$ cat src/hw/isq_defs.svh
// isq_defs.svh: offsets, field positions, reset values and frame counts
// for the status and Q-channel block; included by hw/isq_status_q.sv only
`ifndef ISQ_DEFS_SVH
`define ISQ_DEFS_SVH

`define ISQ_OFF_STATUS 12'h000
`define ISQ_OFF_ENABLE 12'h004
`define ISQ_OFF_QTX 12'h008
`define ISQ_OFF_LINE 12'h00c
`define ISQ_OFF_CTRL 12'h010

`define ISQ_ST_MM 0
`define ISQ_ST_RICHG 1
`define ISQ_ST_QDONE 2
`define ISQ_ST_SS 3
`define ISQ_ST_TX_FRAME_FINISHED 4
`define ISQ_ST_TE 5
`define ISQ_ST_RF 6
`define ISQ_ST_RX_FRAME_END_FLAG 7

`define ISQ_Q_ENFLG 4
`define ISQ_Q_DONEQ 5
`define ISQ_LN_LIVE 2
`define ISQ_LN_CAPT 4
`define ISQ_CT_VOTE 0
`define ISQ_CT_MRES 1
`define ISQ_CT_RECEIVER_SOFT_RESET 2

`define ISQ_RST_BYTE 8'h00
`define ISQ_RST_NIB 4'h0
`define ISQ_RST_PAT 2'h0
`define ISQ_FRM_LAST 3'h4
`define ISQ_SLOT_LAST 2'h3
`define ISQ_SGRP_VOTE_LAST 3'h3
`define ISQ_SGRP_RAW_LAST 3'h4

`endif

$ cat src/hw/isq_pkg.sv
// isq_pkg: types shared by the status and Q-channel block
// assumes nothing beyond a SystemVerilog compiler
package isq_pkg;
    typedef enum logic [0:0] {Q_IDLE, Q_SEND} isq_qstate_e;
    typedef logic [7:0] isq_byte_t;
endpackage

$ cat src/hw/isq_status_q.sv
// isq_status_q: interrupt status, enables, line pattern and Q-channel
// transmit registers behind an APB slave.
// assumes event and level inputs come from framing/HDLC logic on pclk.
//
// Implementation choices: the APB interface to the registers and the register addresses.
`timescale 1ns/1ps
`include "isq_defs.svh"

module isq_status_q
    import isq_pkg::*;
#(
    parameter int ADDR_W = 12
) (
    input wire logic pclk,
    input wire logic presetn,
    input wire logic psel,
    input wire logic penable,
    input wire logic pwrite,
    input wire logic [ADDR_W-1:0] paddr,
    input wire logic [31:0] pwdata,
    input wire logic [3:0] pstrb,
    output logic [31:0] prdata,
    output logic pready,
    output logic pslverr,
    output logic irq,
    input wire logic [1:0] rx_pattern,
    input wire logic echo_bit_differs,
    input wire logic frame_tick,
    input wire logic multiframe_start,
    input wire logic multiframe_sync,
    input wire logic s_bit_tick,
    input wire logic tx_frame_finished,
    input wire logic tx_buffer_low_flag,
    input wire logic rx_buffer_high_flag,
    input wire logic rx_frame_end_flag,
    output logic q_bit,
    output logic q_bit_strobe
);

    isq_byte_t status;
    isq_byte_t enable;
    isq_byte_t set_vec;
    isq_byte_t clr_vec;
    isq_byte_t rd_mux;
    isq_qstate_e qstate;
    logic [3:0] qdata;
    logic [3:0] qshift;
    logic enflg;
    logic doneq;
    logic vote_mode;
    logic mres_pulse;
    logic receiver_soft_reset_pulse;
    logic rx_reset;
    logic [1:0] live_pattern;
    logic [1:0] captured_pattern;
    logic pat_chg;
    logic [2:0] frm;
    logic [1:0] slot;
    logic [2:0] s_cnt;
    logic [2:0] s_last;
    logic s_word_evt;
    logic q_load;
    logic q_done_evt;
    logic setup;
    logic access;
    logic wr;
    logic rd;
    logic hit_st;
    logic hit_en;
    logic hit_q;
    logic hit_ln;
    logic hit_ct;
    logic mapped;

    assign setup = psel & ~penable;
    assign access = psel & penable & pready;
    assign wr = access & pwrite & pstrb[0];
    assign rd = access & ~pwrite;
    assign hit_st = (paddr == ADDR_W'(`ISQ_OFF_STATUS));
    assign hit_en = (paddr == ADDR_W'(`ISQ_OFF_ENABLE));
    assign hit_q = (paddr == ADDR_W'(`ISQ_OFF_QTX));
    assign hit_ln = (paddr == ADDR_W'(`ISQ_OFF_LINE));
    assign hit_ct = (paddr == ADDR_W'(`ISQ_OFF_CTRL));
    assign mapped = hit_st | hit_en | hit_q | hit_ln | hit_ct;
    assign rx_reset = mres_pulse | receiver_soft_reset_pulse;
    assign pat_chg = (rx_pattern != live_pattern);
    assign s_last = vote_mode ? `ISQ_SGRP_VOTE_LAST : `ISQ_SGRP_RAW_LAST;
    // a word only counts while multiframe sync holds
    assign s_word_evt = multiframe_sync & s_bit_tick & (s_cnt == s_last);
    assign q_load = multiframe_start & enflg;
    assign q_done_evt = multiframe_start & (qstate == Q_SEND);

    always_comb begin
        rd_mux = `ISQ_RST_BYTE;
        if (hit_st) begin
            rd_mux = status;
        end else if (hit_en) begin
            rd_mux = enable;
        end else if (hit_q) begin
            rd_mux[3:0] = qdata;
            rd_mux[`ISQ_Q_ENFLG] = enflg;
            rd_mux[`ISQ_Q_DONEQ] = doneq;
        end else if (hit_ln) begin
            rd_mux[`ISQ_LN_LIVE+:2] = live_pattern;
            rd_mux[`ISQ_LN_CAPT+:2] = captured_pattern;
        end else if (hit_ct) begin
            rd_mux[`ISQ_CT_VOTE] = vote_mode;
        end
    end

    // answer in the cycle after setup; data snapshot taken at setup
    always_ff @(posedge pclk or negedge presetn) begin
        if (!presetn) begin
            pready <= 1'b0;
            prdata <= 32'h0000_0000;
            pslverr <= 1'b0;
        end else if (setup) begin
            pready <= 1'b1;
            prdata <= {24'h00_0000, rd_mux};
            pslverr <= ~mapped;
        end else begin
            pready <= 1'b0;
            pslverr <= 1'b0;
        end
    end

    always_comb begin
        set_vec = `ISQ_RST_BYTE;
        set_vec[`ISQ_ST_MM] = echo_bit_differs;
        set_vec[`ISQ_ST_RICHG] = pat_chg;
        set_vec[`ISQ_ST_QDONE] = q_done_evt;
        set_vec[`ISQ_ST_SS] = s_word_evt;
        set_vec[`ISQ_ST_TX_FRAME_FINISHED] = tx_frame_finished;
        set_vec[`ISQ_ST_TE] = tx_buffer_low_flag;
        set_vec[`ISQ_ST_RF] = rx_buffer_high_flag;
        set_vec[`ISQ_ST_RX_FRAME_END_FLAG] = rx_frame_end_flag;
        clr_vec = `ISQ_RST_BYTE;
        // a read clears only the bits the host actually saw, so a late event survives
        if (rd && hit_st) begin
            clr_vec = prdata[7:0];
        end
        if (wr && hit_st) begin
            clr_vec = clr_vec | pwdata[7:0];
        end
    end

    always_ff @(posedge pclk or negedge presetn) begin
        if (!presetn) begin
            status <= `ISQ_RST_BYTE;
        end else begin
            status <= (status & ~clr_vec) | set_vec;
            // receiver reset beats a coincident end-of-frame
            if (rx_reset) begin
                status[`ISQ_ST_RX_FRAME_END_FLAG] <= 1'b0;
            end
        end
    end

    always_ff @(posedge pclk or negedge presetn) begin
        if (!presetn) begin
            enable <= `ISQ_RST_BYTE;
        end else if (wr && hit_en) begin
            enable <= pwdata[7:0];
        end
    end

    always_ff @(posedge pclk or negedge presetn) begin
        if (!presetn) begin
            irq <= 1'b0;
        end else begin
            irq <= |(status & enable);
        end
    end

    always_ff @(posedge pclk or negedge presetn) begin
        if (!presetn) begin
            vote_mode <= 1'b0;
            mres_pulse <= 1'b0;
            receiver_soft_reset_pulse <= 1'b0;
        end else begin
            mres_pulse <= wr & hit_ct & pwdata[`ISQ_CT_MRES];
            receiver_soft_reset_pulse <= wr & hit_ct & pwdata[`ISQ_CT_RECEIVER_SOFT_RESET];
            if (wr && hit_ct) begin
                vote_mode <= pwdata[`ISQ_CT_VOTE];
            end
        end
    end

    always_ff @(posedge pclk or negedge presetn) begin
        if (!presetn) begin
            live_pattern <= `ISQ_RST_PAT;
            captured_pattern <= `ISQ_RST_PAT;
        end else begin
            live_pattern <= rx_pattern;
            if (pat_chg) begin
                captured_pattern <= rx_pattern;
            end
        end
    end

    always_ff @(posedge pclk or negedge presetn) begin
        if (!presetn) begin
            s_cnt <= 3'h0;
        end else if (!multiframe_sync || rx_reset) begin
            s_cnt <= 3'h0;
        end else if (s_bit_tick) begin
            s_cnt <= (s_cnt == s_last) ? 3'h0 : s_cnt + 3'h1;
        end
    end

    // writes while a nibble is pending are dropped so the pending one survives
    always_ff @(posedge pclk or negedge presetn) begin
        if (!presetn) begin
            qdata <= `ISQ_RST_NIB;
            enflg <= 1'b0;
            doneq <= 1'b0;
        end else begin
            if (q_load) begin
                enflg <= 1'b0;
            end else if (wr && hit_q && !enflg) begin
                qdata <= pwdata[3:0];
                enflg <= pwdata[`ISQ_Q_ENFLG];
            end
            if (q_done_evt) begin
                doneq <= 1'b1;
            end else if (wr && hit_q && !enflg && pwdata[`ISQ_Q_ENFLG]) begin
                doneq <= 1'b0;
            end
        end
    end

    always_ff @(posedge pclk or negedge presetn) begin
        if (!presetn) begin
            qstate <= Q_IDLE;
            qshift <= `ISQ_RST_NIB;
            frm <= 3'h0;
            slot <= 2'h0;
            q_bit <= 1'b1;
            q_bit_strobe <= 1'b0;
        end else begin
            q_bit_strobe <= 1'b0;
            if (multiframe_start) begin
                frm <= 3'h0;
                slot <= 2'h0;
                if (enflg) begin
                    qstate <= Q_SEND;
                    qshift <= qdata;
                    q_bit <= qdata[0];
                    q_bit_strobe <= 1'b1;
                end else begin
                    qstate <= Q_IDLE;
                    q_bit <= 1'b1;
                end
            end else if (frame_tick && qstate == Q_SEND) begin
                if (frm == `ISQ_FRM_LAST) begin
                    frm <= 3'h0;
                    if (slot != `ISQ_SLOT_LAST) begin
                        slot <= slot + 2'h1;
                        q_bit <= qshift[slot + 2'h1];
                        q_bit_strobe <= 1'b1;
                    end
                end else begin
                    frm <= frm + 3'h1;
                end
            end
        end
    end
endmodule

$ cat config.mk
export PLATFORM = sky130hd
export DESIGN_NAME = isq_status_q
export DESIGN_NICKNAME = d
export VERILOG_FILES = /design/src/hw/isq_pkg.sv /design/src/hw/isq_status_q.sv
export VERILOG_INCLUDE_DIRS = /design/src /design/src/hw
export SDC_FILE = /design/constraint.sdc
export NUM_CORES = 1
export LEC_CHECK = 0
export BUFFER_PORTS_ARGS = -buffer_cell sky130_fd_sc_hd__buf_2
export CELL_PAD_IN_SITES_DETAIL_PLACEMENT = 0
export CELL_PAD_IN_SITES_GLOBAL_PLACEMENT = 1
export CORE_MARGIN = 8
export CORE_UTILIZATION = 41
export DETAILED_ROUTE_END_ITERATION = 6
export GPL_ROUTABILITY_DRIVEN = 0
export PLACE_DENSITY_LB_ADDON = 0.1
export SLEW_MARGIN = 20
export SYNTH_ARGS = -nofsm -noshare
export SYNTH_HDL_FRONTEND = slang
export SYNTH_SLANG_ARGS = --single-unit
$ cat constraint.sdc
create_clock -name pclk -period 2.9 [get_ports pclk]
set_clock_uncertainty 0.2 [all_clocks]
set_input_delay 0.29 -clock pclk [delete_from_list [all_inputs] [get_ports pclk]]
set_output_delay 0.29 -clock pclk [all_outputs]
set_load 0.05 [all_outputs]
==> run summary <==
Inserted Clock Buffers: 5
Routed len/inst: 17.1 µm
TritonRoute pass-1 iters: 4
Vias per inst: 5.10
Ports: 101
Setup tns final: 0 ns
Worst Reg2Reg Path Length in Cells: 5
Port Buffer Count: 49
Ys Warns: 0
Worst-margin pin slew: 0.911 ns
First-pass GRT wire length: 10900 µm
Tmin final: 2.12 ns
RSZ-0062 raised after global routing: no
Hold violation total from the final report: 0
Antenna cells: 0
Post-CTS Hold Fix Bufs: 8
Non-Filler Instances: 396
Launch point of the worst reg-to-reg path: pready$_DFF_PN0_
Starting Density: 42.2%
Post-synth EDFFs: 0
# DRC: 0
Crit Path Class: input port to flip-flop
Detailed Place HPWL: 5140 µm
Core box area: 0.00676 mm²
Placed cell count: 380
Crit. End Element: flip-flop
Period Utilization, post-route: 73.1%
Reg area: 0.00138 mm²
Max Slew Vio Count: 0
Flops & latches, synth: 55
Endpoint, Worst Hold: enable[5]$_DFFE_PN0P_
Overflow after GRT: 0
CTS tree: built
Final net count: 383
Area contributors post-synth: dfrtp_1 47%, buf_4 6.3%, mux2_2 4.3%, mux2_4 4.2%, mux4_2 3.9%
Share of flip-flops with an asynchronous set or reset: 100%
Hold path start: pwdata[5]
Yosys top cell area share: 47.3%
Outcome: complete, no violations
Die H: 99.4 µm
WP data required: 2.89 ns
Max_slew headroom: 39.3%
WL final: 6760 µm
Maximum clock rate: 0.472 GHz
Crit-path slowest cell: and4b_1
Post-CTS sizing: 0
LEAKAGE: 1.56 nW
Clock buffer depth: 2
Pwr dens: 437 mW/mm²
Fill cell count: 634
RR Endpoint: enable[6]$_DFFE_PN0P_
Clock sink total: 55
Hold Path Stages: 2
Via count: 2020
Post-CTS setup buffers: 0
Root Buffer Master: clkbuf_8
Yosys cell types: 46
Startpoint types: input port
Crit Path Max Fanout: 8
Slowest Stage Delay on Critical Path: 0.59 ns
Largest net degree at the start of global routing: 40
Number of routed nets with antenna violations: 0
Overall power: 1.43 mW
Syn Std Cell Area: 0.00285 mm²
Initial antenna violation count: 0
Row cnt: 30
HP Class: input port to flip-flop
Main synth FF type: dfrtp_1
Full die area: 0.00989 mm²
Total GRT Usage: 13.9%
Chip Width: 99.4 µm
Leading area contributor after synthesis: dfrtp_1
Clock Latency Late Sink: 0.30 ns
Share of post-route cells with drive strength above 1: 31.6%
Worst setup path startpoint: paddr[9]
H-tree Lvls: 2
CP cell instances: buf_2 -> or4_4 -> nor3_4 -> and4b_1 -> mux2_4
Sequential fraction of the synthesis area: 48.3%
Syn_area_per_cell: 11.3 µm²
Synth Instances: 253
CP arrival: 2.11 ns
Vias in the first global route: 2128
Final setup fails: 0
FF-to-FF setup slack: 0.89 ns
Area growth syn-to-layout: 14.7%
Max VDD drop: 189 µV
Area of the multi-input gates: 0.00132 mm²
DRT iter0 DRCs: 96
Maxcap violations: 0
Clock transition at path regs: 0.09 ns
-- cells in the final DEF, fill, tap and decap left out, types with 2 or more instances in the layout --
master | synthesis | layout
nor2_1 | 14 | 14
o21ai_0 | 5 | 5
mux2_4 | 8 | 8
nand4_1 | 2 | 2
and2_1 | 2 | 2
or4_4 | 2 | 2
dlygate4sd3_1 | 0 | 8
nand2_1 | 25 | 25
xnor2_1 | 3 | 3
a22oi_1 | 5 | 5
a32o_1 | 3 | 3
buf_4 | 24 | 6
nand3_1 | 16 | 16
a21oi_1 | 10 | 10
mux2i_1 | 7 | 7
nor3_1 | 4 | 4
nand3b_1 | 2 | 2
clkbuf_8 | 0 | 5
conb_1 | 1 | 24
a31oi_1 | 2 | 2
inv_1 | 5 | 5
a21boi_0 | 2 | 2
nand4b_1 | 4 | 4
or2_2 | 3 | 3
ha_1 | 4 | 4
mux4_2 | 5 | 5
a31o_2 | 5 | 5
nand2b_1 | 3 | 3
mux2_2 | 11 | 11
buf_2 | 0 | 49
dfrtp_1 | 54 | 54
-- synth_stat cells, drive strengths merged, types with 3 or more instances --
cell type	count
dfrtp	54
buf	27
nand2	25
mux2	19
nand3	16
nor2	14
a21oi	10
mux2i	7
a22oi	5
a31o	5
inv	5
mux4	5
nor3	5
o21ai	5
clkbuf	4
ha	4
nand4b	4
a32o	3
nand2b	3
or2	3
or4	3
xnor2	3
-- critical path, delay by kind of cell --
family	cells	cell delay (ns)
and+or+nand+nor	3	1.38
muxes	1	0.35
buffers and inverters	1	0.09
-- power by group --
group | total [mW] | leakage, nW | switching [mW] | internal [mW]
Sequential | 0.799 | 0.711 | 0.0149 | 0.784
Combinational | 0.217 | 0.812 | 0.154 | 0.0632
Clock | 0.416 | 0.0412 | 0.247 | 0.170
-- kinds of logic after synthesis --
logic type	share of synthesized area, %
AND/OR/NAND/NOR	16.5
flip-flops	48.3
AO/OA/AOI/OAI	8.94
buffers and inverters	8.55
multiplexers	14.9
adder cells (fa/ha/maj)	1.75
XOR/XNOR	0.921
other	0.131
-- cell type report --
| type | instances | area share (%) |
|---|---|---|
| Clock buffer | 6 | 2.22 |
| Tap cell | 80 | 3.06 |
| Clock inverter | 2 | 0.382 |
| Multi-Input combinational cell | 184 | 40.3 |
| Timing Repair Buffer | 63 | 11.3 |
| Sequential cell | 55 | 42.1 |
| Inverter | 6 | 0.688 |
-- stage by stage --
stage / setup WS, ns / hold WS [ns] / cell area (µm²) / utilization [%]
2_1_floorplan: 0.637 / -0.206 / 2940 / -
3_3_place_gp: 0.451 / 0.243 / 3110 / 46.0
3_5_place_dp: 0.437 / 0.248 / 3110 / 46.0
4_1_cts: 0.766 / 0.0265 / 3270 / 48.5
5_1_grt: 0.702 / 0.0146 / 3270 / 48.5
6_report: 0.781 / 0.0338 / 3270 / 48.5
-- worst max-delay path by stage --
stage,endpoint,depth (start not counted)
2_1_floorplan,enable[0]$_DFFE_PN0P_,6
3_3_place_gp,enable[6]$_DFFE_PN0P_,5
3_5_place_dp,enable[3]$_DFFE_PN0P_,5
4_1_cts,enable[6]$_DFFE_PN0P_,5
5_1_grt,enable[4]$_DFFE_PN0P_,5
6_report,enable[6]$_DFFE_PN0P_,5
-- flip-flops by register name (all words and copies together), names as in the netlist, 2 cells and up --
name              flops
live_pattern          2
frm                   3
enable                8
s_cnt                 3
qshift                4
status                8
captured_pattern      2
prdata                8
qdata                 4
slot                  2
-- per-layer routing --
metal	GRT usage, %	vias to the layer above	wire length (µm)
li1	-	985	-
met2	21.6	48	3130
met1	18.8	982	3200
met3	3.49	5	382
met5	0	-	0
met4	3.49	0	46
Power figures use the tool's default switching activity.
